===== config.mk =====
export PLATFORM = sky130hd
export DESIGN_NAME = ccs_top
export DESIGN_NICKNAME = d
export VERILOG_FILES = /design/src/rtl/ccs_pkg.sv /design/src/rtl/ccs_t3_prescaler.sv /design/src/rtl/ccs_top.sv /design/src/rtl/ccs_watchdog.sv
export VERILOG_INCLUDE_DIRS = /design/src /design/src/rtl
export SDC_FILE = /design/constraint.sdc
export NUM_CORES = 1
export LEC_CHECK = 0
export ABC_AREA = 1
export BUFFER_PORTS_ARGS = -buffer_cell sky130_fd_sc_hd__buf_4
export CAP_MARGIN = 20
export CORE_MARGIN = 3
export CORE_UTILIZATION = 30
export CTS_CLUSTER_SIZE = 40
export DETAILED_ROUTE_END_ITERATION = 12
export GPL_ROUTABILITY_DRIVEN = 0
export PLACE_DENSITY_LB_ADDON = 0.1
export SYNTH_ARGS = -nofsm -noshare
export SYNTH_HDL_FRONTEND = slang
export SYNTH_SLANG_ARGS = --single-unit

===== constraint.sdc =====
create_clock -name clk -period 2.34 [get_ports clk]
set_input_delay 0.117 -clock clk [delete_from_list [all_inputs] [get_ports clk]]
set_output_delay 0.117 -clock clk [all_outputs]
set_load 0.01 [all_outputs]

===== src/rtl/ccs_map.svh =====
/*
 * Register indices, field positions, reset values and timing counts of the
 * clock-control settings block.
 * Assumes an APB master with 32-bit data; byte address is four times an index.
 */
`ifndef CCS_MAP_SVH
`define CCS_MAP_SVH

// What this block does
// - The watchdog interrupt time-out is 2^17, 2^20, 2^23 or 2^26 clocks for period codes 00 to 11.
// - The watchdog reset follows exactly 512 clocks after the interrupt time-out unless cleared.
// - An external data move with stretch value N lasts N plus 2 machine cycles.
// - After reset the stretch field holds 1, giving 3-machine-cycle moves.

// ****************************************************************
// Register indices
// ****************************************************************
`define CCS_IDX_WD_CTL 8'h80
`define CCS_IDX_CLK_CTL 8'h8e
`define CCS_IDX_T3_SEL 8'h8f

// ****************************************************************
// Field positions
// ****************************************************************
`define CCS_WDP_HI 7
`define CCS_WDP_LO 6
`define CCS_STR_HI 2
`define CCS_STR_LO 0
`define CCS_T3_HI 1
`define CCS_T3_LO 0
`define CCS_WD_EN 0
`define CCS_WD_CLR 1
`define CCS_WD_IFLG 2
`define CCS_WD_RFLG 3

// ****************************************************************
// Reset values
// ****************************************************************
`define CCS_WDP_RESET 2'h0
`define CCS_STR_RESET 3'h1
`define CCS_T3_RESET 2'h0

// ****************************************************************
// Timing counts
// ****************************************************************
`define CCS_RST_GAP 27'h200
`define CCS_MC_CLKS 6'h4
`define CCS_STR_MIN 6'h2
`define CCS_DIV_1 6'h01
`define CCS_DIV_4 6'h04
`define CCS_DIV_16 6'h10
`define CCS_DIV_32 6'h20

`endif


===== src/rtl/ccs_pkg.sv =====
/*
 * Types and shared decode functions of the clock-control settings block.
 * Assumes the constants header is on the include path.
 */
`include "ccs_map.svh"

package ccs_pkg;

    // ****************************************************************
    // Types
    // ****************************************************************
    typedef enum logic [1:0]
    {
        CCS_MV_IDLE = 2'b01,
        CCS_MV_BUSY = 2'b10
    } ccs_move_state_t;

    // ****************************************************************
    // Functions
    // ****************************************************************
    // Clocks in one whole external move for a stretch value.
    function automatic logic [5:0] ccs_move_clocks(input logic [2:0] stretch);
        ccs_move_clocks = 6'(({3'h0, stretch} + `CCS_STR_MIN) * `CCS_MC_CLKS);
    endfunction

    // Oscillator clocks between two timer 3 ticks.
    function automatic logic [5:0] ccs_t3_div(input logic [1:0] sel);
        unique case (sel)
            2'h0: ccs_t3_div = `CCS_DIV_1;
            2'h1: ccs_t3_div = `CCS_DIV_4;
            2'h2: ccs_t3_div = `CCS_DIV_16;
            2'h3: ccs_t3_div = `CCS_DIV_32;
        endcase
    endfunction

endpackage


===== src/rtl/ccs_t3_prescaler.sv =====
/*
 * Timer 3 clock prescaler: a one-cycle tick every 1, 4, 16 or 32 clocks.
 * Assumes the select comes from a register on the same clock.
 */
`timescale 1ns/1ps
`include "ccs_map.svh"

module ccs_t3_prescaler
(
    // Clock and reset
    input wire logic clk,
    input wire logic rst,
    input wire logic ce,
    // Control
    input wire logic [1:0] sel,
    // Tick
    output logic tick
);

    logic [5:0] cnt_reg;
    logic [5:0] lastCount;
    logic tick_reg;

    assign lastCount = ccs_pkg::ccs_t3_div(sel) - 6'h1;

    // A select change may leave the count above the new limit, so wrap on >=.
    always_ff @(posedge clk)
    begin
        if (rst)
            cnt_reg <= 6'h0;
        else if (ce)
        begin
            if (cnt_reg >= lastCount)
                cnt_reg <= 6'h0;
            else
                cnt_reg <= cnt_reg + 6'h1;
        end
    end

    always_ff @(posedge clk)
    begin
        if (rst)
            tick_reg <= 1'b0;
        else if (ce)
            tick_reg <= cnt_reg >= lastCount;
    end

    assign tick = tick_reg;

endmodule // ccs_t3_prescaler


===== src/rtl/ccs_top.sv =====
/*
 * Clock-control settings: APB register file, external move stretch timer,
 * watchdog time-out and timer 3 prescaler.
 * Assumes an APB master on clk; moveStart comes from core logic on clk.
 */
`timescale 1ns/1ps
`include "ccs_map.svh"

module ccs_top
#(
    parameter int unsigned WDT_INT_CLKS0 = 32'h0002_0000,
    parameter int unsigned WDT_INT_CLKS1 = 32'h0010_0000,
    parameter int unsigned WDT_INT_CLKS2 = 32'h0080_0000,
    parameter int unsigned WDT_INT_CLKS3 = 32'h0400_0000
)
(
    // Clock and reset
    input wire logic clk,
    input wire logic rst,
    input wire logic ce,
    // APB slave
    input wire logic psel,
    input wire logic penable,
    input wire logic pwrite,
    input wire logic [11:0] paddr,
    input wire logic [31:0] pwdata,
    output logic [31:0] prdata,
    output logic pready,
    output logic pslverr,
    // External data move
    input wire logic moveStart,
    output logic moveBusy,
    // Timer 3 clock enable
    output logic timer3Tick,
    // Watchdog events
    output logic wdtIntPulse,
    output logic wdtResetPulse
);

    // ****************************************************************
    // Declarations
    // ****************************************************************
    logic [1:0] wdPeriod_reg;
    logic [2:0] stretch_reg;
    logic [1:0] t3Sel_reg;
    logic wdEnable_reg;
    logic wdClear_reg;
    logic wdIntFlag_reg;
    logic wdRstFlag_reg;
    logic [31:0] prdata_reg;
    logic pready_reg;
    logic pslverr_reg;
    logic [31:0] readValue;
    logic mapped;
    logic setupPhase;
    logic wrDone;
    logic [7:0] regIdx;
    logic hitWd;
    logic hitClk;
    logic hitT3;
    ccs_pkg::ccs_move_state_t moveState_reg;
    logic [5:0] moveCnt_reg;
    logic moveBusy_reg;
    logic wdInt;
    logic wdRst;

    // Interrupt limit for a period code.
    function automatic logic [26:0] wdLimit(input logic [1:0] period);
        unique case (period)
            2'h0: wdLimit = WDT_INT_CLKS0[26:0];
            2'h1: wdLimit = WDT_INT_CLKS1[26:0];
            2'h2: wdLimit = WDT_INT_CLKS2[26:0];
            2'h3: wdLimit = WDT_INT_CLKS3[26:0];
        endcase
    endfunction

    // ****************************************************************
    // APB decode
    // ****************************************************************
    assign regIdx = paddr[9:2];
    assign hitWd = paddr[11:10] == 2'h0 && paddr[1:0] == 2'h0 && regIdx == `CCS_IDX_WD_CTL;
    assign hitClk = paddr[11:10] == 2'h0 && paddr[1:0] == 2'h0 && regIdx == `CCS_IDX_CLK_CTL;
    assign hitT3 = paddr[11:10] == 2'h0 && paddr[1:0] == 2'h0 && regIdx == `CCS_IDX_T3_SEL;
    assign mapped = hitWd || hitClk || hitT3;
    assign setupPhase = psel && !penable;
    assign wrDone = psel && penable && pready_reg && pwrite;

    always_comb
    begin
        readValue = 32'h0;
        if (hitWd)
        begin
            readValue[`CCS_WD_EN] = wdEnable_reg;
            readValue[`CCS_WD_IFLG] = wdIntFlag_reg;
            readValue[`CCS_WD_RFLG] = wdRstFlag_reg;
        end
        else if (hitClk)
        begin
            readValue[`CCS_WDP_HI:`CCS_WDP_LO] = wdPeriod_reg;
            readValue[`CCS_STR_HI:`CCS_STR_LO] = stretch_reg;
        end
        else if (hitT3)
            readValue[`CCS_T3_HI:`CCS_T3_LO] = t3Sel_reg;
    end

    // Zero-wait answer: the access phase always completes at its first edge.
    always_ff @(posedge clk)
    begin
        if (rst)
        begin
            pready_reg <= 1'b0;
            pslverr_reg <= 1'b0;
            prdata_reg <= 32'h0;
        end
        else if (ce)
        begin
            pready_reg <= setupPhase;
            pslverr_reg <= setupPhase && !mapped;
            if (setupPhase)
                prdata_reg <= pwrite ? 32'h0 : readValue;
        end
    end

    // ****************************************************************
    // Control registers
    // ****************************************************************
    always_ff @(posedge clk)
    begin
        if (rst)
        begin
            wdPeriod_reg <= `CCS_WDP_RESET;
            stretch_reg <= `CCS_STR_RESET;
        end
        else if (ce && wrDone && hitClk)
        begin
            wdPeriod_reg <= pwdata[`CCS_WDP_HI:`CCS_WDP_LO];
            stretch_reg <= pwdata[`CCS_STR_HI:`CCS_STR_LO];
        end
    end

    always_ff @(posedge clk)
    begin
        if (rst)
            t3Sel_reg <= `CCS_T3_RESET;
        else if (ce && wrDone && hitT3)
            t3Sel_reg <= pwdata[`CCS_T3_HI:`CCS_T3_LO];
    end

    // A period change restarts the count so no stale limit is ever compared.
    always_ff @(posedge clk)
    begin
        if (rst)
        begin
            wdEnable_reg <= 1'b0;
            wdClear_reg <= 1'b0;
        end
        else if (ce)
        begin
            if (wrDone && hitWd)
                wdEnable_reg <= pwdata[`CCS_WD_EN];
            wdClear_reg <= wrDone && ((hitWd && pwdata[`CCS_WD_CLR]) || hitClk);
        end
    end

    // Sticky event flags, write one to clear; a new event wins over the clear.
    always_ff @(posedge clk)
    begin
        if (rst)
        begin
            wdIntFlag_reg <= 1'b0;
            wdRstFlag_reg <= 1'b0;
        end
        else if (ce)
        begin
            if (wdInt)
                wdIntFlag_reg <= 1'b1;
            else if (wrDone && hitWd && pwdata[`CCS_WD_IFLG])
                wdIntFlag_reg <= 1'b0;
            if (wdRst)
                wdRstFlag_reg <= 1'b1;
            else if (wrDone && hitWd && pwdata[`CCS_WD_RFLG])
                wdRstFlag_reg <= 1'b0;
        end
    end

    // ****************************************************************
    // External move stretch
    // ****************************************************************
    // The stretch is latched at the start, so a mid-move write has no effect.
    always_ff @(posedge clk)
    begin
        if (rst)
        begin
            moveState_reg <= ccs_pkg::CCS_MV_IDLE;
            moveCnt_reg <= 6'h0;
            moveBusy_reg <= 1'b0;
        end
        else if (ce)
        begin
            unique case (moveState_reg)
                ccs_pkg::CCS_MV_IDLE:
                begin
                    if (moveStart)
                    begin
                        moveCnt_reg <= ccs_pkg::ccs_move_clocks(stretch_reg) - 6'h1;
                        moveBusy_reg <= 1'b1;
                        moveState_reg <= ccs_pkg::CCS_MV_BUSY;
                    end
                end
                ccs_pkg::CCS_MV_BUSY:
                begin
                    if (moveCnt_reg == 6'h0)
                    begin
                        moveBusy_reg <= 1'b0;
                        moveState_reg <= ccs_pkg::CCS_MV_IDLE;
                    end
                    else
                        moveCnt_reg <= moveCnt_reg - 6'h1;
                end
                default:
                begin
                    moveBusy_reg <= 1'b0;
                    moveState_reg <= ccs_pkg::CCS_MV_IDLE;
                end
            endcase
        end
    end

    // ****************************************************************
    // Watchdog and timer 3 prescaler
    // ****************************************************************
    ccs_watchdog u_watchdog
    (
        .clk(clk),
        .rst(rst),
        .ce(ce),
        .enable(wdEnable_reg),
        .clear(wdClear_reg),
        .intLimit(wdLimit(wdPeriod_reg)),
        .intPulse(wdInt),
        .rstPulse(wdRst)
    );

    ccs_t3_prescaler u_t3_prescaler
    (
        .clk(clk),
        .rst(rst),
        .ce(ce),
        .sel(t3Sel_reg),
        .tick(timer3Tick)
    );

    assign prdata = prdata_reg;
    assign pready = pready_reg;
    assign pslverr = pslverr_reg;
    assign moveBusy = moveBusy_reg;
    assign wdtIntPulse = wdInt;
    assign wdtResetPulse = wdRst;

    // ****************************************************************
    // Checks
    // ****************************************************************
    logic [27:0] chkElapsed;
    logic [9:0] chkSinceInt;
    logic [5:0] chkBusyLen;
    logic [5:0] chkMoveExp;
    logic [5:0] chkGap;
    logic chkGapValid;

    always_ff @(posedge clk)
    begin
        if (rst)
        begin
            chkElapsed <= 28'h0;
            chkSinceInt <= 10'h0;
            chkBusyLen <= 6'h0;
            chkMoveExp <= 6'h0;
            chkGap <= 6'h0;
            chkGapValid <= 1'b0;
        end
        else if (ce)
        begin
            chkElapsed <= (!wdEnable_reg || wdClear_reg || wdRst) ? 28'h0 : chkElapsed + 28'h1;
            chkSinceInt <= wdInt ? 10'h1 : chkSinceInt + 10'h1;
            chkBusyLen <= moveBusy_reg ? chkBusyLen + 6'h1 : 6'h0;
            if (moveState_reg == ccs_pkg::CCS_MV_IDLE && moveStart)
                chkMoveExp <= ccs_pkg::ccs_move_clocks(stretch_reg);
            chkGap <= timer3Tick ? 6'h1 : chkGap + 6'h1;
            if (wrDone && hitT3)
                chkGapValid <= 1'b0;
            else if (timer3Tick)
                chkGapValid <= 1'b1;
        end
    end
endmodule // ccs_top


===== src/rtl/ccs_watchdog.sv =====
/*
 * Watchdog time-out counter: interrupt pulse at the chosen limit, reset
 * pulse a fixed gap later.
 * Assumes enable, clear and limit come from logic on the same clock.
 */
`timescale 1ns/1ps
`include "ccs_map.svh"

module ccs_watchdog
(
    // Clock and reset
    input wire logic clk,
    input wire logic rst,
    input wire logic ce,
    // Control
    input wire logic enable,
    input wire logic clear,
    input wire logic [26:0] intLimit,
    // Events
    output logic intPulse,
    output logic rstPulse
);

    logic [26:0] cnt_reg;
    logic [26:0] cnt_next;
    logic [26:0] rstLimit;
    logic intPulse_reg;
    logic rstPulse_reg;

    assign rstLimit = intLimit + `CCS_RST_GAP;
    assign cnt_next = cnt_reg + 27'h1;

    // ****************************************************************
    // Counter
    // ****************************************************************
    always_ff @(posedge clk)
    begin
        if (rst)
            cnt_reg <= 27'h0;
        else if (ce)
        begin
            if (!enable || clear || cnt_reg == rstLimit)
                cnt_reg <= 27'h0;
            else
                cnt_reg <= cnt_next;
        end
    end

    // ****************************************************************
    // Time-out events
    // ****************************************************************
    always_ff @(posedge clk)
    begin
        if (rst)
        begin
            intPulse_reg <= 1'b0;
            rstPulse_reg <= 1'b0;
        end
        else if (ce)
        begin
            intPulse_reg <= enable && !clear && cnt_next == intLimit;
            rstPulse_reg <= enable && !clear && cnt_next == rstLimit;
        end
    end

    assign intPulse = intPulse_reg;
    assign rstPulse = rstPulse_reg;

endmodule // ccs_watchdog


### Yosys cells after proc, flatten, opt, wreduce, memory -nomap -nowiden

Index checks and enable logic that the tools add are counted.
Widths: inputs -> output; s select.

| word-level totals | value |
|---|---|
| register bits | 90 |
| bits in latches | 0 |
| bits in writable memories | 0 |
| memory bits (read-only) | 0 |
| bits of input ports | 51 |
| output and inout port bits | 38 |
| word-level logic and storage cells | 113 |
| memories | 0 |

| cells by class | value |
|---|---|
| add/sub/neg operators | 7 |
| multiply operators | 0 |
| div/mod/pow operators | 0 |
| order comparisons | 1 |
| equality and inequality tests | 17 |
| shift operators | 0 |
| multiplexer cells | 27 |
| bitwise gates (word level) | 0 |
| reductions and logical operators | 43 |

Operators by type and width:

| kind | number |
|---|---|
| $pmux 27 s4 | 1 |
| $eq 27x27->1 | 3 |
| $add 27x1->27 const B | 1 |
| $add 27x10->27 const B | 1 |
| $mux 27 | 1 |
| $eq 8x8->1 const B | 3 |
| $pmux 6 s4 | 1 |
| $logic_and 1x1->1 | 20 |
| $mux 6 | 3 |
| $sub 6x1->6 const B | 3 |
| $mux 2 | 6 |
| $pmux 6 s2 | 1 |
| $mux 1 | 11 |
| $eq 2x2->1 const B | 5 |
| $logic_not 2->1 | 4 |
| $mux 8 | 1 |
| $reduce_and 2->1 | 4 |
| $add 6x1->6 const B | 1 |
| $eq 2x1->1 const B | 3 |
| $ge 6x6->1 | 1 |
| $logic_not 6->1 | 1 |
| $ne 2x2->1 const B | 3 |
| $reduce_bool 2->1 | 3 |
| $logic_or 1x1->1 | 5 |
| other kinds (6) | 9 |

### Longest topological paths before layout

| depth | value |
|---|---|
| word-level depth | 7 |
| depth in mapped cells | 13 |

### Modules after synthesis

A second synthesis with hierarchy kept.

| second synthesis, totals | value |
|---|---|
| cell total of the unflattened synthesis | 990 |
| area total of the unflattened synthesis | 6117.1 µm² |

Modules (own cells, without submodules):

| module | times used | cells an instance | area each (µm²) | sequential area each (µm²) |
|---|---|---|---|---|
| ccs_watchdog | 1 | 671 | 3913.8 | 580.6 |
| ccs_top | 1 | 253 | 1712.9 | 540.5 |
| ccs_t3_prescaler | 1 | 66 | 490.5 | 140.1 |

### Worst setup path before layout

OpenSTA, ideal clock, no wires.

| timing path | value |
|---|---|
| kind | register to register |
| start point | register t3Sel_reg[1] |
| end point | register u_t3_prescaler.tick_reg (netlist: u_t3_prescaler.tick) |
| library setup time | 116 ps |
| arrival | 1604 ps |
| required time | 2224 ps |
| setup slack | 620 ps |
| cell stages (with the launch flop) | 13 |
| buffers on the path | 0 |
| clock period less this slack | 1720 ps |
| cells stage by stage | dfxtp_1 nor2_1 inv_1 ha_1 ha_1 nand2_1 inv_1 o211ai_1 nand3_1 nor2_1 inv_1 o211ai_1 inv_1 |

| on the way | value |
|---|---|
| longest elaborated chain between the ends | 4 |
| elaborated cells between the ends (all ways) | 7 |

RTL lines:

| what | line | source |
|---|---|---|
| from (decl) | ccs_top.sv:45 | `logic [1:0] t3Sel_reg;` |
| from (signal assigned) | ccs_top.sv:144 | `` t3Sel_reg <= `CCS_T3_RESET; `` |
| from (signal assigned) | ccs_top.sv:146 | `` t3Sel_reg <= pwdata[`CCS_T3_HI:`CCS_T3_LO]; `` |
| $eq 2x2->1 (tied with other cells) | ccs_pkg.sv:28 | `unique case (sel)` |
| $pmux 6 s4 (*) | ccs_pkg.sv:28 |  |
| $sub 6x1->6 (*) | ccs_t3_prescaler.sv:24 | `assign lastCount = ccs_pkg::ccs_t3_div(sel) - 6'h1;` |
| $ge 6x6->1 (*) | ccs_t3_prescaler.sv:45 | `tick_reg <= cnt_reg >= lastCount;` |
| to (signal assigned) | ccs_t3_prescaler.sv:45 |  |
| to (decl) | ccs_t3_prescaler.sv:22 | `logic tick_reg;` |

Every way passes the cells marked *; elsewhere a longest branch is shown, timed or not. The select of a mux whose other input is x is not followed.
A chain may end at the register's enable or synchronous reset.

### Final worst setup path

| timing path | value |
|---|---|
| start point | register u_watchdog.cnt_reg[1] |
| end point | register u_watchdog.intPulse_reg (netlist: u_watchdog.intPulse) |

| on the way | value |
|---|---|
| longest elaborated chain between the ends | 3 |

RTL lines:

| what | line | source |
|---|---|---|
| from (decl) | ccs_watchdog.sv:24 | `logic [26:0] cnt_reg;` |
| from (signal assigned) | ccs_watchdog.sv:45 | `cnt_reg <= cnt_next;` |
| $add 27x1->27 | ccs_watchdog.sv:31 | `assign cnt_next = cnt_reg + 27'h1;` |
| $eq 27x27->1 | ccs_watchdog.sv:61 | `intPulse_reg <= enable && !clear && cnt_next == intLimit;` |
| $logic_and 1x1->1 | ccs_watchdog.sv:61 |  |
| to (signal assigned) | ccs_watchdog.sv:61 |  |
| to (decl) | ccs_watchdog.sv:27 | `logic intPulse_reg;` |

Every way passes these cells.

==> impl.org <==
** Synth
- Cell types with the highest counts after synthesis :: sky130_fd_sc_hd__nand2_1 (166), sky130_fd_sc_hd__inv_1 (69), sky130_fd_sc_hd__dfxtp_1 (63), sky130_fd_sc_hd__nor2_1 (63), sky130_fd_sc_hd__a21oi_1 (55)
- Primary FF master, synth :: sky130_fd_sc_hd__dfxtp_1
- Fraction of registers with async set or reset after synthesis :: 0
- The synthesized design contains 0 enable-type register cells.
- The average instance in the mapped netlist occupies approximately 6.6 um2.
- Synthesis inferred between 60 and 70 register bits.
- In this run the cell area of the synthesized design comes to just over 4000 um2.
- Share of the synthesized area in the top cell type :: 0.3066
- Yosys printed 0 warnings.
- Number of distinct standard cells referenced by the synthesized netlist :: 35
- In the post-synthesis netlist, the biggest area contributors are sky130_fd_sc_hd__dfxtp_1 (31%), sky130_fd_sc_hd__nand2_1 (15%), sky130_fd_sc_hd__a21oi_1 (6.7%).
- The largest total area in the synthesized netlist belongs to sky130_fd_sc_hd__dfxtp_1.
- The most common cell in the synthesized netlist is sky130_fd_sc_hd__nand2_1.
- Synth Instances :: approximately 630
- For this run, the register share of the synthesized area comes to 0.3066.

** Global route
- Across every metal layer, demand over resource in global routing totals 0.1512.
- Initial antenna violation count :: 0
- The first global-routing pass estimated 17880 um of wire.
- The via count of the first global-routing pass is 3544.
- Global route total overflow :: 0
- Largest net degree at the start of global routing :: 43

** Timing
- Total Negative Setup Slacks :: 0 ps
- Headroom to the max-slew limit came out at 0.6018.
- Unrepaired setup endpoints after global routing :: no
- At the pin with the least slew margin, the transition time is about 600 ps.
- Dividing the final minimum period by the clock period gives 0.8532.
- Number of failing hold endpoints at the final stage :: 0
- Based on the critical path, the design can be clocked at up to roughly 0.50 GHz.
- Hold timing on the final database bottoms out at a slack of 66.96 ps.
- The number of pins with negative max-slew slack in the final report was 0.
- For the final database, setup skew stands at about 5.7 ps.
- The worst path needs roughly 2000 ps of the cycle, external delays included.
- Final number of setup-violating endpoints :: 0

** Drt
- Post-detailed-route DRC marker count :: 0
- First drt pass iteration count :: 4
- The routed layout has about 3800 vias.
- Number of routed nets with antenna violations :: 0
- After detailed routing, the total wire length is 10630 um.
- Average wire length per cell after detail routing :: between 10 and 15 um
- For this block, the initial DRC count from the detailed router was a little under 200.
- In the routed layout, each cell is associated on average with a via count of roughly 4.5.

** Finish
- Sequential cell area :: approximately 1300 um2
- Antenna Diode Count :: 0
- The area growth from synthesis to layout is 16.51%.
- Of the cells placed in the final design, the portion with a size suffix greater than 1 is 0.1235.
- At the end of the flow, the number of nets in the layout was approximately 730.
- The register with the most flip-flops in the layout has 27 of them.
- The multi-input combinational cells in the finished layout cover a total of around 2400 um2.
- Filler cell count in the final layout :: 1473

** Floorplanning
- Effective utilization at floorplan :: 0.3082
- The die covers 15150 um2.
- The die is approximately 120 um wide.
- Measured along the y axis, the die boundary spans around 120 um.
- Core Footprint :: ~13000 um2
- In this run the core area contains 42 standard-cell rows.
- Number of ports placed on the die boundary :: 89

** Clocking
- After clock tree synthesis, the repair step resized 0 gates.
- The clock passes through at most 2 buffers.
- Number of clock sinks seen by CTS :: 63
- H-tree levels :: 3
- Source-to-sink clock delay at the later pin of the worst-skew pair :: around 340 ps
- Clk slew on worst S/H paths :: 50 ps
- TritonCTS clock tree :: built
- Hold buffer count at cts :: 0
- Counting the buffers created by CTS gives 9.
- Post-CTS Setup Inserts :: 0
- Clock root buffer :: sky130_fd_sc_hd__clkbuf_16

** Power and ir drop
- Maximum vdd drop :: between 0.0003 and 0.0004 V
- In this run the static leakage power is between 2 and 2.5 nW.
- Dividing total power by cell area gives a power density of approximately 550 nW/um2.

** Placement
- During placement, the flow inserted port buffers numbering 36.
- Post-DP HPWL :: 8016 um

** Hold path
- The min-delay analysis places its worst path in the category input pin to flip-flop.
- The worst hold path was traced through 3 stages.

** Setup path
- Counting both buffers and inverters, the worst setup path holds a total of 0.
- Critical Path End Type :: flip-flop
- By instance count, the cell type seen most on the critical path is sky130_fd_sc_hd__nand2_1.
- Capturing instance or port of the critical path :: u_watchdog.intPulse
- For the worst setup path, the data required time is between 2000 and 3000 ps.
- Slowest cell on the critical path :: sky130_fd_sc_hd__dfxtp_1
- Worst path arrival time :: around 2300 ps
- The worst register-to-register path ends at u_watchdog.intPulse.
- The worst register-to-register path begins at u_watchdog.cnt_reg[1].
- The critical path is of the flip-flop to flip-flop type.
- The largest single stage delay on the critical path is between 400 and 500 ps.
- Maximum fanout encountered on the critical timing path :: 6
- Startpoint Class :: flip-flop
- Measured in cells, the most critical reg-to-reg path has a length of 13.
- Setup slack on the worst reg-to-reg path comes out at roughly 340 ps.
- In this run the number of cells on the critical path is 13.
- Family with the most delay on the worst path :: simple AND/OR/NAND/NOR gates
- The critical path goes through ha_1 -> nand2_2 -> nor2_8 -> nand2_2 -> nor2_2 -> nand2_1 -> nand2_1 -> nand2_1 -> nor2_1 -> nand2_1 -> nor2_2 -> nand3_1 -> a21oi_1.
- Tracing the worst setup path back leads to its startpoint at u_watchdog.cnt_reg[1].

** Flow run
- Across the run, the number of max-cap violations was 0.

** Outcome
- The flow ran to the end, and the final reports show no timing, DRC or antenna violations.
==> power breakdown <==
part           internal, mW  switching, mW
logic                0.0750          0.131
clock network         0.848          0.480
registers              1.09         0.0130
total                  2.02          0.624
==> placed cells by master, fill, tap and decap left out, types with 2 or more instances in the layout <==
master,synthesis,final
sky130_fd_sc_hd__nor2_1,63,63
sky130_fd_sc_hd__nor2_4,4,4
sky130_fd_sc_hd__o21ai_0,21,21
sky130_fd_sc_hd__nand3b_1,4,4
sky130_fd_sc_hd__clkinv_2,0,3
sky130_fd_sc_hd__inv_1,69,69
sky130_fd_sc_hd__nor2_2,5,5
sky130_fd_sc_hd__a31oi_1,4,4
sky130_fd_sc_hd__conb_1,2,27
sky130_fd_sc_hd__nor3_1,7,7
sky130_fd_sc_hd__nand2_2,9,9
sky130_fd_sc_hd__o21bai_1,2,2
sky130_fd_sc_hd__ha_1,16,16
sky130_fd_sc_hd__buf_4,27,43
sky130_fd_sc_hd__a21oi_1,55,55
sky130_fd_sc_hd__clkbuf_1,7,2
sky130_fd_sc_hd__nand2_1,166,166
sky130_fd_sc_hd__nor2_8,2,2
sky130_fd_sc_hd__o211ai_1,2,2
sky130_fd_sc_hd__dfxtp_1,63,63
sky130_fd_sc_hd__xor2_1,17,17
sky130_fd_sc_hd__nor4_1,3,3
sky130_fd_sc_hd__xnor2_1,5,5
sky130_fd_sc_hd__inv_2,2,2
sky130_fd_sc_hd__clkbuf_16,0,9
sky130_fd_sc_hd__nand3_1,39,39
sky130_fd_sc_hd__nand2_4,2,2
sky130_fd_sc_hd__nand4_1,18,18
==> area by class of cell <==
| class | instances | area share |
|---|---|---|
| inverters | 72 | 0.05638 |
| flip-flops and latches | 63 | 0.2631 |
| repair buffers | 43 | 0.06735 |
| clock inverters | 4 | 0.009397 |
| clock buffers | 12 | 0.05142 |
| multi-input cells | 478 | 0.5064 |
| well taps | 176 | 0.04594 |
==> worst reg2reg max path: stages, from the launching register on <==
cell                      delay [ps]
sky130_fd_sc_hd__dfxtp_1         430
sky130_fd_sc_hd__ha_1            240
sky130_fd_sc_hd__nand2_2         120
sky130_fd_sc_hd__nor2_8          160
sky130_fd_sc_hd__nand2_2          70
sky130_fd_sc_hd__nor2_2          210
sky130_fd_sc_hd__nand2_1          80
sky130_fd_sc_hd__nand2_1          60
sky130_fd_sc_hd__nand2_1          60
sky130_fd_sc_hd__nor2_1          100
sky130_fd_sc_hd__nand2_1          60
sky130_fd_sc_hd__nor2_2          120
sky130_fd_sc_hd__nand3_1          90
sky130_fd_sc_hd__a21oi_1         130
==> cells by family after synthesis <==
logic type                 Yosys count  synth area share
and+or+nand+nor                    326            0.3586
buffers and inverters              110            0.1262
other                                2          0.001825
DFF                                 63            0.3066
AOI/OAI and AO/OA                   87            0.1113
adders and majority gates           16           0.04866
xor gates and xnor gates            22           0.04684
==> worst min path at each step <==
stage,from,endpoint,slack [ps]
3_3_place_gp,pwdata[0],stretch_reg[0],400
4_1_cts,pwdata[0],stretch_reg[0],50
3_5_place_dp,pwdata[0],stretch_reg[0],410
6_report,pwdata[6],wdPeriod_reg[0],70
2_1_floorplan,pwdata[0],stretch_reg[0],270
5_1_grt,pwdata[0],t3Sel_reg[0],90
==> metrics by stage <==
step                setup slack (ps)    util  instances  total power, mW  cell area, um2
finish                         343.6  0.3591        848            2.641            4793
global route                   145.7  0.3591        848            2.760            4793
CTS                            317.8  0.3591        848            2.690            4793
detailed placement             367.3  0.3373        832            1.337            4502
global placement               387.3  0.3373        832            1.332            4502
floorplan                      619.8       -        651            1.289            4208
==> layer usage <==
layer,part of all wire,vias up,track usage
met2,0.42,79,0.2255
met4,0.018,0,0.06228
met1,0.51,1676,0.2141
met3,0.043,11,0.02790
li1,-,2042,-
met5,0,-,0
Power figures use the tool's default switching activity.
